--- src/core/ptz_pkg.sv ---
package ptz_pkg;
  // register indexes; byte address is four times the index
  localparam logic [6:0] IDX_SRC_SEL   = 7'h24;
  localparam logic [6:0] IDX_ACTION    = 7'h28;
  localparam logic [6:0] IDX_IRQ_EN    = 7'h2a;
  localparam logic [6:0] IDX_STATUS    = 7'h2c;
  localparam logic [6:0] IDX_CLEAR     = 7'h2e;
  localparam logic [6:0] IDX_FORCE     = 7'h30;
  localparam logic [6:0] IDX_EVT_STAT  = 7'h38;
  localparam logic [6:0] IDX_EVT_MASK  = 7'h3a;

  // field positions
  localparam int SEL_OST_LSB  = 8;
  localparam int SEL_CBC_LSB  = 0;
  localparam int ACT_A_LSB    = 0;
  localparam int ACT_B_LSB    = 2;
  localparam int BIT_OST      = 2;
  localparam int BIT_CBC      = 1;
  localparam int BIT_INT      = 0;
  localparam int EVT_IRQ      = 0;
  localparam int EVT_CBC      = 1;
  localparam int EVT_OST      = 2;

  // values after reset; TB_ZERO is the time-base zero point
  localparam logic [15:0] RST_SRC_SEL = 16'h0000;
  localparam logic [3:0]  RST_ACTION  = 4'h0;
  localparam logic [1:0]  RST_IRQ_EN  = 2'h0;
  localparam logic [2:0]  RST_EVT     = 3'h0;
  localparam logic [15:0] TB_ZERO     = 16'h0000;

  // trip output actions
  localparam logic [1:0] ACT_HIZ  = 2'h0;
  localparam logic [1:0] ACT_HIGH = 2'h1;
  localparam logic [1:0] ACT_LOW  = 2'h2;
  localparam logic [1:0] ACT_NONE = 2'h3;

  typedef enum logic [0:0] {
    PTZ_BUS_IDLE = 1'b0,
    PTZ_BUS_ACK  = 1'b1
  } ptz_bus_t;
endpackage

--- src/core/ptz_sync.sv ---
`timescale 1ns/100ps
`default_nettype none
// two-stage synchroniser; stage one feeds only stage two
module ptz_sync #(
  parameter int       WIDTH    = 8,
  parameter bit [0:0] RST_LVL  = 1'b1
) (
  input  wire logic             sys_clk,
  input  wire logic             srst,
  input  wire logic [WIDTH-1:0] asyncIn,
  output logic      [WIDTH-1:0] syncOut
);
  logic [WIDTH-1:0] stage1_reg;

  // resets to the idle level so no false trip appears after reset
  always_ff @(posedge sys_clk) begin
    if (srst) begin
      stage1_reg <= {WIDTH{RST_LVL}};
      syncOut    <= {WIDTH{RST_LVL}};
    end else begin
      stage1_reg <= asyncIn;
      syncOut    <= stage1_reg;
    end
  end
endmodule // ptz_sync
`default_nettype wire

--- src/core/ptz_trip_zone.sv ---
// Design decision made here: register access over Avalon-MM.
`timescale 1ns/100ps
`default_nettype none
module ptz_trip_zone
  import ptz_pkg::*;
#(
  parameter int NUM_FAULT = 8
) (
  input  wire logic                 sys_clk,
  input  wire logic                 srst,
  input  wire logic [8:0]           avsAddress,
  input  wire logic                 avsRead,
  input  wire logic                 avsWrite,
  input  wire logic [31:0]          avsWritedata,
  input  wire logic [3:0]           avsByteenable,
  output logic      [31:0]          avsReaddata,
  output logic                      avsWaitrequest,
  input  wire logic [NUM_FAULT-1:0] faultInN,
  input  wire logic [15:0]          timebaseCount,
  input  wire logic                 pwmInFirst,
  input  wire logic                 pwmInSecond,
  output logic                      pwmOutFirst,
  output logic                      pwmOutFirstOe,
  output logic                      pwmOutSecond,
  output logic                      pwmOutSecondOe,
  output logic                      faultIrqLine,
  output logic                      irq
);

  ////////////////////////////////////////////////////////////////////////////
  // fault pin synchronisation
  logic [NUM_FAULT-1:0] faultSyncN;

  ptz_sync #(
    .WIDTH   (NUM_FAULT),
    .RST_LVL (1'b1)
  ) u_fault_sync (
    .sys_clk (sys_clk),
    .srst    (srst),
    .asyncIn (faultInN),
    .syncOut (faultSyncN)
  );

  ////////////////////////////////////////////////////////////////////////////
  // avalon slave: waitrequest drops one cycle after a request is seen
  ptz_bus_t         busState_reg;
  logic [6:0]       regIdx;
  logic             wrDo;
  logic [15:0]      wrMask;
  logic [15:0]      wrData;
  logic [15:0]      rdMux;

  assign regIdx = avsAddress[8:2];
  assign wrDo   = avsWrite & (busState_reg == PTZ_BUS_ACK);
  assign wrMask = {{8{avsByteenable[1]}}, {8{avsByteenable[0]}}};
  assign wrData = avsWritedata[15:0] & wrMask;

  // bus handshake state, waitrequest out of a flop
  always_ff @(posedge sys_clk) begin
    if (srst) begin
      busState_reg   <= PTZ_BUS_IDLE;
      avsWaitrequest <= 1'b1;
    end else begin
      case (busState_reg)
        PTZ_BUS_IDLE: begin
          if (avsRead | avsWrite) begin
            busState_reg   <= PTZ_BUS_ACK;
            avsWaitrequest <= 1'b0;
          end
        end
        PTZ_BUS_ACK: begin
          busState_reg   <= PTZ_BUS_IDLE;
          avsWaitrequest <= 1'b1;
        end
        default: begin
          busState_reg   <= PTZ_BUS_IDLE;
          avsWaitrequest <= 1'b1;
        end
      endcase
    end
  end

  ////////////////////////////////////////////////////////////////////////////
  // software registers
  logic [15:0] srcSel_reg;
  logic [3:0]  action_reg;
  logic [1:0]  irqEn_reg;
  logic [2:0]  evtMask_reg;

  // plain read/write control registers, byte lanes honoured
  always_ff @(posedge sys_clk) begin
    if (srst) begin
      srcSel_reg  <= RST_SRC_SEL;
      action_reg  <= RST_ACTION;
      irqEn_reg   <= RST_IRQ_EN;
      evtMask_reg <= RST_EVT;
    end else if (wrDo) begin
      if (regIdx == IDX_SRC_SEL)
        srcSel_reg <= (srcSel_reg & ~wrMask) | wrData;
      if (regIdx == IDX_ACTION && avsByteenable[0])
        action_reg <= wrData[3:0];
      if (regIdx == IDX_IRQ_EN && avsByteenable[0])
        irqEn_reg <= wrData[BIT_OST:BIT_CBC];
      if (regIdx == IDX_EVT_MASK && avsByteenable[0])
        evtMask_reg <= wrData[2:0];
    end
  end

  // write-one strobes; never stored, so the clear and force registers read zero
  logic clrOst;
  logic clrCbc;
  logic clrInt;
  logic frcOst;
  logic frcCbc;
  logic evtW1c;

  assign clrOst = wrDo & (regIdx == IDX_CLEAR) & wrData[BIT_OST];
  assign clrCbc = wrDo & (regIdx == IDX_CLEAR) & wrData[BIT_CBC];
  assign clrInt = wrDo & (regIdx == IDX_CLEAR) & wrData[BIT_INT];
  assign frcOst = wrDo & (regIdx == IDX_FORCE) & wrData[BIT_OST];
  assign frcCbc = wrDo & (regIdx == IDX_FORCE) & wrData[BIT_CBC];
  assign evtW1c = wrDo & (regIdx == IDX_EVT_STAT);

  ////////////////////////////////////////////////////////////////////////////
  // trip detection: a selected input held low is a live trip
  logic [NUM_FAULT-1:0] faultLow;
  logic                 ostEvent;
  logic                 cbcEvent;
  logic                 cbcPinLive;

  assign faultLow   = ~faultSyncN;
  assign ostEvent   = (|(faultLow & srcSel_reg[SEL_OST_LSB +: NUM_FAULT]))
                      | frcOst;
  assign cbcPinLive = |(faultLow
                        & srcSel_reg[SEL_CBC_LSB +: NUM_FAULT]);
  assign cbcEvent   = cbcPinLive | frcCbc;

  logic ostFlag_reg;
  logic cbcFlag_reg;
  logic cbcOverride_reg;
  logic intFlag_reg;
  logic intFlag_next;
  logic tbZero;

  assign tbZero = (timebaseCount == TB_ZERO);

  // sticky trip flags; a trip in the clear cycle wins over the clear
  always_ff @(posedge sys_clk) begin
    if (srst) begin
      ostFlag_reg <= 1'b0;
      cbcFlag_reg <= 1'b0;
    end else begin
      if (ostEvent)
        ostFlag_reg <= 1'b1;
      else if (clrOst)
        ostFlag_reg <= 1'b0;
      if (cbcEvent)
        cbcFlag_reg <= 1'b1;
      else if (clrCbc)
        cbcFlag_reg <= 1'b0;
    end
  end

  // per-cycle override ends only at counter zero with the fault gone;
  // a forced trip therefore holds until the next zero point
  always_ff @(posedge sys_clk) begin
    if (srst)
      cbcOverride_reg <= 1'b0;
    else if (cbcEvent)
      cbcOverride_reg <= 1'b1;
    else if (tbZero)
      cbcOverride_reg <= 1'b0;
  end

  ////////////////////////////////////////////////////////////////////////////
  // trip interrupt: pulse only while the latched interrupt flag is clear
  logic irqCause;
  logic irqIssue;

  assign irqCause = (irqEn_reg[1] & (ostFlag_reg | ostEvent))
                  | (irqEn_reg[0] & (cbcFlag_reg | cbcEvent));
  assign irqIssue = irqCause & ~intFlag_reg;

  // a pending cause re-fires once the flag is cleared
  always_comb begin
    intFlag_next = intFlag_reg;
    if (irqIssue)
      intFlag_next = 1'b1;
    else if (clrInt)
      intFlag_next = 1'b0;
  end

  always_ff @(posedge sys_clk) begin
    if (srst) begin
      intFlag_reg  <= 1'b0;
      faultIrqLine <= 1'b0;
    end else begin
      intFlag_reg  <= intFlag_next;
      faultIrqLine <= irqIssue;
    end
  end

  ////////////////////////////////////////////////////////////////////////////
  // sticky event status, write one to clear, masked onto a level irq
  logic [2:0] evtStat_reg;
  logic [2:0] evtSet;

  assign evtSet = {ostEvent & ~ostFlag_reg, cbcEvent & ~cbcFlag_reg,
                   irqIssue};

  always_ff @(posedge sys_clk) begin
    if (srst) begin
      evtStat_reg <= RST_EVT;
      irq         <= 1'b0;
    end else begin
      evtStat_reg <= evtSet | (evtStat_reg & ~(evtW1c ? wrData[2:0] : 3'h0));
      irq         <= |(evtStat_reg & evtMask_reg);
    end
  end

  ////////////////////////////////////////////////////////////////////////////
  // read path; unmapped and write-only registers read zero
  always_comb begin
    rdMux = 16'h0000;
    case (regIdx)
      IDX_SRC_SEL:  rdMux = srcSel_reg;
      IDX_ACTION:   rdMux = {12'h000, action_reg};
      IDX_IRQ_EN:   rdMux = {13'h0000, irqEn_reg, 1'b0};
      IDX_STATUS:   rdMux = {13'h0000, ostFlag_reg, cbcFlag_reg, intFlag_reg};
      IDX_EVT_STAT: rdMux = {13'h0000, evtStat_reg};
      IDX_EVT_MASK: rdMux = {13'h0000, evtMask_reg};
      default:      rdMux = 16'h0000;
    endcase
  end

  // read data loaded as waitrequest falls, held until the next read
  always_ff @(posedge sys_clk) begin
    if (srst)
      avsReaddata <= 32'h0000_0000;
    else if (busState_reg == PTZ_BUS_IDLE && avsRead)
      avsReaddata <= {16'h0000, rdMux};
  end

  ////////////////////////////////////////////////////////////////////////////
  // output override; enable low gives the high-impedance action
  logic       tripActive;
  logic [1:0] actA;
  logic [1:0] actB;

  assign tripActive = ostFlag_reg | cbcOverride_reg;
  assign actA       = action_reg[ACT_A_LSB +: 2];
  assign actB       = action_reg[ACT_B_LSB +: 2];

  always_ff @(posedge sys_clk) begin
    if (srst) begin
      pwmOutFirst   <= 1'b0;
      pwmOutFirstOe <= 1'b0;
    end else begin
      pwmOutFirst   <= pwmInFirst;
      pwmOutFirstOe <= 1'b1;
      if (tripActive) begin
        case (actA)
          ACT_HIZ:  pwmOutFirstOe <= 1'b0;
          ACT_HIGH: pwmOutFirst   <= 1'b1;
          ACT_LOW:  pwmOutFirst   <= 1'b0;
          default:  pwmOutFirst   <= pwmInFirst;
        endcase
      end
    end
  end

  always_ff @(posedge sys_clk) begin
    if (srst) begin
      pwmOutSecond   <= 1'b0;
      pwmOutSecondOe <= 1'b0;
    end else begin
      pwmOutSecond   <= pwmInSecond;
      pwmOutSecondOe <= 1'b1;
      if (tripActive) begin
        case (actB)
          ACT_HIZ:  pwmOutSecondOe <= 1'b0;
          ACT_HIGH: pwmOutSecond   <= 1'b1;
          ACT_LOW:  pwmOutSecond   <= 1'b0;
          default:  pwmOutSecond   <= pwmInSecond;
        endcase
      end
    end
  end
endmodule // ptz_trip_zone
`default_nettype wire

--- config.mk ---
export PLATFORM = sky130hd
export DESIGN_NAME = ptz_trip_zone
export DESIGN_NICKNAME = d
export VERILOG_FILES = /design/src/core/ptz_pkg.sv /design/src/core/ptz_sync.sv /design/src/core/ptz_trip_zone.sv
export SDC_FILE = /design/constraint.sdc
export NUM_CORES = 1
export LEC_CHECK = 0
export BUFFER_PORTS_ARGS = -buffer_cell sky130_fd_sc_hd__buf_2
export CAP_MARGIN = 10
export CORE_UTILIZATION = 49
export CTS_CLUSTER_DIAMETER = 100
export DETAILED_ROUTE_END_ITERATION = 12
export GPL_TIMING_DRIVEN = 0
export PLACE_DENSITY = 0.79
export SLEW_MARGIN = 20
export SYNTH_ARGS = -nofsm -noshare
export SYNTH_HDL_FRONTEND = slang
export SYNTH_SLANG_ARGS = --single-unit
export TNS_END_PERCENT = 10
--- constraint.sdc ---
create_clock -name sys_clk -period 2.1 [get_ports sys_clk]
set_clock_uncertainty 0.05 [all_clocks]
set_input_delay 0.315 -clock sys_clk [delete_from_list [all_inputs] [get_ports sys_clk]]
set_output_delay 0.315 -clock sys_clk [all_outputs]
set_load 0.05 [all_outputs]
==> flow_summary_export.csv, run 1 <==
group,metric,value,unit
power_and_ir_drop,p_total,2917,uW
critical_path,crit_type,"reg -> reg",
timing,finalHoldViolations,0,
power_and_ir_drop,irDropWorstVdd,0.4307,mV
global_routing,grt_overflow,0,
critical_path,crit_required,2.32,ns
clock_tree,cts_buffer_depth,2,
global_routing,antenna_found_initial,0,
clock_tree,insertion_delay,0.35,ns
synthesis,synth_edf_count,0,
power_and_ir_drop,power_frac_clock,41.9,%
clock_tree,clock_sinks,72,
timing,rsz0062_at_grt,"true",
floorplan,io_pins,114,
timing,setup_violations,0,
flow_run,max_cap_violations,0,
floorplan,core-area,6026,sq um
synthesis,synth_area_leaders,"dfxtp_1 (46%), mux2i_1 (7.1%), a21oi_1 (4.5%), nor2_1 (4.0%), buf_4 (3.8%)",
critical_path,endpoint_kind,"flop",
critical_path,start_kind,"flop",
synthesis,yosysTopAreaCellShare,46.19,%
power_and_ir_drop,p_sw,757.0,uW
synthesis,synth_cell_types,40,
layout,syn_to_final_growth,24.18,%
synthesis,synth_area,3120,sq um
detailed_routing,drt_wl_total,7541,um
synthesis,synth-main-ff-cell,"dfxtp_1",
timing,relSlewSlack,57.72,%
clock_tree,cts_max_level,3,
clock_tree,postCtsSetupBuffers,0,
timing,drv_slew,0,
synthesis,synth_top_area_cell,"dfxtp_1",
detailed_routing,viasPerCell,5.277,
power_and_ir_drop,powerDensity,752.8,nW/um^2
power_and_ir_drop,power_frac_comb,10.2,%
placed_design,dp_hpwl,5736,um
outcome,outcome,"finished clean",
clock_tree,cts_buffers,9,
floorplan,die_w,81.80,um
floorplan,num_rows,28,
global_routing,grt_use_total,23.61,%
synthesis,synth_area_per_cell,8.967,sq um
placed_design,routabilityCongestion,0.9233,
critical_path,crit_fanout,10,
synthesis,ys_seq_elements,72,
worst_hold_path,hold_path.class,"in -> reg",
global_routing,global_route.usage.met3,4.222,%
global_routing,grt_pass1_wl,11700,um
global_routing,top_usage_layer,"met2",
synthesis,ys_seq_area_share,46.19,%
clock_tree,cts_hold_buf,0,
synthesis,async_flop_share,0,%
placed_design,portBuffers,73,
power_and_ir_drop,p_sw_share,25.95,%
layout,num_antenna_cells,0,
timing,max_freq,508.1,MHz
clock_tree,path_clk_slew,0.08,ns
floorplan,die_area,6691,sq um
floorplan,initial_core_util,51.79,%
detailed_routing,vias,2781,
synthesis,yosysWarnings,0,
layout,fin_nets,526,
timing,worst_pin_slew,0.6284,ns
layout,instances_no_fill,527,
timing,fin_crit,1.968,ns
global_routing,grt_use_met2,36.45,%
timing,holdWs,0.09390,ns
global_routing,grt_max_degree,14,
detailed_routing,dr.first_iter.drc_count,200,
clock_tree,cts-root-buf,"clkbuf_8",
global_routing,grt_pass1_vias,2392,
timing,period_share,93.71,%
detailed_routing,post-route-drc-count,0,
detailed_routing,routedWlPerCell,14.31,um
critical_path,cp_data_arrival_time,2.19,ns
power_and_ir_drop,power_frac_seq,47.9,%
layout,drive_gt1_share,30.31,%
detailed_routing,ant_nets,0,
global_routing,met1_usage,32.85,%
timing,fin_tns_setup,0,ns
synthesis,synth_cells,348,
detailed_routing,dr.pass1.iters,5,
floorplan,die_h,81.80,um
clock_tree,tritoncts,"built",
power_and_ir_drop,p_int,2160,uW
power_and_ir_drop,p_leak,0.001711,uW
placed_design,dp.cells,511,
repair_timing:
action                     CTS  global route
setup endpoints to repair    3             8
gates resized for setup      2             4
hold endpoints to repair     0             0
per-stage QoR:
stage | utilization, % | worst slack [ns] | cell area [sq um]
6_report | 64.31 | 0.1320 | 3875
5_1_grt | 64.31 | -0.02000 | 3875
4_1_cts | 64.00 | 0.08702 | 3856
3_5_place_dp | 60.34 | -0.06208 | 3636
3_3_place_gp | 60.34 | -0.03247 | 3636
2_1_floorplan | - | 0.2182 | 3177
routing by layer:
metal | part of all wire, % | routed length [um]
met5 | 0 | 0
met4 | 1.6 | 118
met3 | 7.0 | 528
met2 | 44 | 3329
met1 | 47 | 3564
cells in the mapped netlist (2+ instances only):
master     instances
ha_1               4
nand2_1           30
mux2i_1           22
nand3_1           23
o21bai_1           2
nor2_1            33
nor3b_1            2
a21oi_1           28
clkbuf_1          15
buf_2              2
or2_2             17
o311ai_0           2
nor3_1             2
o221ai_1           3
nor2b_1           13
o2111ai_1          2
a22oi_1            6
inv_1             10
nand2b_1           4
buf_6              2
nor4_1             6
a2111oi_0          3
dfxtp_1           72
nand4_1            3
o21ai_0            9
buf_4             16
mux2_2             4
placed cells by master, fill, tap and decap left out, types with 2 or more instances in the layout:
| cell | instances |
|---|---|
| inv_1 | 10 |
| a22oi_1 | 6 |
| o21ai_0 | 9 |
| o311ai_2 | 2 |
| o21bai_1 | 2 |
| clkbuf_8 | 9 |
| clkbuf_1 | 16 |
| a21oi_1 | 28 |
| mux2_2 | 4 |
| or2_2 | 17 |
| a2111oi_0 | 2 |
| nor3_1 | 2 |
| o221ai_1 | 3 |
| dfxtp_1 | 72 |
| nor3b_1 | 2 |
| buf_4 | 16 |
| nand2_1 | 30 |
| bufinv_16 | 2 |
| buf_2 | 75 |
| ha_1 | 4 |
| buf_6 | 2 |
| nand2b_1 | 4 |
| clkinvlp_4 | 2 |
| conb_1 | 16 |
| nor2b_1 | 13 |
| nand4_1 | 3 |
| nor2_1 | 32 |
| o2111ai_1 | 2 |
| mux2i_1 | 22 |
| nor4_1 | 6 |
| nand3_1 | 23 |
cell families after synthesis:
| logic type | synth area share [%] |
|---|---|
| flops | 46.19 |
| simple gates | 24.22 |
| other cells | 0.1202 |
| mux | 8.500 |
| compound gates | 11.47 |
| fa+ha+maj | 1.604 |
| buf+inv | 7.899 |
worst paths after layout:
check / startpoint / to / slack [ns] / cells after the start
hold reg to reg: u_fault_sync.stage1_reg[7] / u_fault_sync.syncOut[7] / 0.36 / 1
hold / removal: faultInN[2] / u_fault_sync.stage1_reg[2] / 0.09 / 2
setup / recovery: busState_reg / avsReaddata[0] / 0.13 / 6
setup reg to reg: busState_reg / avsReaddata[0] / 0.13 / 6
cell type report:
type,count,area [sq um]
Timing Repair Buffer,73,365.4
Clock inverter,6,92.59
Tap cell,75,93.84
Clock buffer,10,127.6
Fill cell,549,2151
Inverter,10,37.54
Multi-Input combinational cell,246,1508
Buffer,35,209.0
Sequential cell,72,1441
power by group through the flow:
| stage | registers [uW] | clock network [uW] | logic (uW) |
|---|---|---|---|
| detailed placement | 1430 | 0 | 295 |
| CTS | 1400 | 1230 | 296 |
| global placement | 1430 | 0 | 293 |
| global route | 1400 | 1320 | 322 |
| finish | 1400 | 1220 | 298 |
| floorplan | 1460 | 0 | 172 |
critical path, cell delays in order (launching register included):
cell and delay, ns:
dfxtp_1 0.30, clkbuf_1 0.19, nor2b_1 0.18, clkbuf_1 0.30, clkbuf_1 0.42, o221ai_1 0.26
a21oi_1 0.19
(Power assumes the default switching activity.)
==> inputs of run 2 (changes only) <==
==> constraint.sdc (replaced) <==
create_clock -name sys_clk -period 2.1 [get_ports sys_clk]
set_clock_uncertainty 0.05 [all_clocks]
set_input_delay 0.105 -clock sys_clk [delete_from_list [all_inputs] [get_ports sys_clk]]
set_output_delay 0.105 -clock sys_clk [all_outputs]
set_load 0.05 [all_outputs]
==> run 2 against run 1 <==
Clock power about the same. Combinational power up 12%. Register-to-register slack better by 0.02 ns. Largest cell class unchanged.
==> flow_summary_export.csv, run 2 (synthesis gave the netlist of run 1 again) <==
group,metric,value,unit
clock_tree,insertion_delay,0.35,ns
timing,max_freq,513.1,MHz
placed_design,dp_hpwl,5736,um
critical_path,start_kind,"flop",
layout,num_antenna_cells,0,
detailed_routing,vias,2869,
critical_path,crit_required,2.32,ns
timing,drv_slew,0,
detailed_routing,dr.max_layer_used,"met4",
critical_path,path_delay_family,"buffers and inverters",
clock_tree,cts-root-buf,"clkbuf_8",
timing,finalHoldViolations,0,
critical_path,max_stage_delay,0.40,ns
timing,setup_ws,0.1510,ns
timing,period_share,92.81,%
timing,fin_tns_setup,0,ns
detailed_routing,met1Wirelength,3739,um
critical_path,crit_type,"reg -> reg",
clock_tree,tritoncts,"built",
detailed_routing,routedWlPerCell,14.69,um
detailed_routing,wl_met2,3672,um
floorplan,initial_core_util,51.79,%
power_and_ir_drop,p_leak,0.001811,uW
floorplan,core-area,6026,sq um
clock_tree,path_clk_slew,0.08,ns
critical_path,cp_data_arrival_time,2.17,ns
global_routing,antenna_found_initial,0,
critical_path,crit_top_cell,"clkbuf_1",
critical_path,cp_num_buf_inv,3,
detailed_routing,ant_nets,0,
layout,layout_commonest_cell,"buf_2",
timing,setup_violations,0,
critical_path,crit_fanout,10,
global_routing,grt_max_degree,14,
critical_path,reg2reg_depth,6,
detailed_routing,post-route-drc-count,0,
worst_hold_path,worstHoldStart,"avsWritedata[0]",
placed_design,routabilityCongestion,0.9233,
outcome,outcome,"finished clean",
flow_run,max_cap_violations,0,
global_routing,grt_pass1_wl,12290,um
clock_tree,postCtsSetupBuffers,0,
global_routing,grt_pass1_vias,2532,
clock_tree,cts_max_level,3,
layout,drive_gt1_share,29.05,%
power_and_ir_drop,irDropWorstVdd,0.4665,mV
critical_path,r2r-end,"avsReaddata[0]",
global_routing,grt_use_total,24.87,%
timing,relSlewSlack,58.96,%
layout,fin_nets,549,
placed_design,portBuffers,73,
critical_path,endpoint_kind,"flop",
floorplan,io_pins,114,
detailed_routing,dr.pass1.iters,4,
critical_path,crit_slowest_cell,"clkbuf_1",
global_routing,grt_overflow,0,
detailed_routing,drt_wl_total,8080,um
timing,rsz0062_at_grt,"true",
clock_tree,cts_buffer_depth,2,
critical_path,r2r_slack,0.15,ns
floorplan,die_area,6691,sq um
worst_hold_path,hold_path.class,"in -> reg",
floorplan,num_rows,28,
floorplan,die_h,81.80,um
placed_design,place_ws,-0.04347,ns
detailed_routing,route.met3.wl,553,um
clock_tree,cts_buffers,9,
clock_tree,clock_sinks,72,
worst_hold_path,hold_depth,3,
power_and_ir_drop,powerDensity,718.4,nW/um^2
critical_path,r2r-start,"busState_reg",
layout,syn_to_final_growth,31.76,%
floorplan,die_w,81.80,um
timing,worst_pin_slew,0.6071,ns
timing,fin_crit,1.949,ns
detailed_routing,viasPerCell,5.216,
layout,layout_common_cells,"buf_2 (75), dfxtp_1 (72), nor2_1 (32)",
critical_path,path_cells,"clkbuf_1, nor2b_1, clkbuf_1, clkbuf_1, o221ai_1, a21oi_1",
detailed_routing,dr.first_iter.drc_count,216,
[run 2: metal layers]
layer  vias to the layer above  global-route usage, %
li1                       1414                      -
met1                      1316                  34.00
met2                       129                  39.50
met3                        10                  4.222
met4                         0                  8.421
met5                         -                      0
[run 2: power by group]
group	total (uW)	switching, uW	internal [uW]
logic	333	209	124
registers	1400	7.98	1390
clock network	1220	548	675
total	2950	766	2190
[run 2: what timing repair did]
item | CTS | global route
setup endpoints to repair | 3 | 8
endpoints found under the hold margin | 24 | 0
resized for setup | 2 | 5
hold buffers | 23 | 0
[run 2: tightest hold or removal path, cell delays in order]
cell,delay [ns]
buf_2,0.14
nand3_1,0.07
a21oi_1,0.05
[run 2: final cells by class]
type | instances | area, sq um
multi-input cells | 246 | 1514
clock buffers | 10 | 127.6
plain buffers | 35 | 209.0
fillers | 520 | 1914
well taps | 75 | 93.84
inverters | 10 | 37.54
clock inverters | 6 | 92.59
flip-flops and latches | 72 | 1441
repair buffers | 96 | 595.6
[run 2: worst max-delay path by stage]
stage | end | from | cells past startpoint | slack (ns)
floorplan | evtStat_reg[0] | flop | 5 | 0.35
global placement | evtStat_reg[0] | flop | 5 | -0.03
detailed placement | evtStat_reg[0] | flop | 5 | -0.04
CTS | evtStat_reg[0] | flop | 5 | 0.09
global route | avsReaddata[0] | busState_reg | 6 | -0.03
finish | avsReaddata[0] | busState_reg | 6 | 0.15
[run 2: through the flow]
| step | util (%) | area, sq um | instances | power, uW | hold slack, ns |
|---|---|---|---|---|---|
| after floorplan | - | 3177 | 363 | 1631 | 0.1588 |
| after global placement | 60.34 | 3636 | 511 | 1721 | 0.2376 |
| after detailed placement | 60.34 | 3636 | 511 | 1724 | 0.2394 |
| after CTS | 67.82 | 4086 | 550 | 2959 | 0.006627 |
| after global routing | 68.23 | 4111 | 550 | 3073 | 0.01056 |
| final | 68.23 | 4111 | 550 | 2954 | 0.01534 |
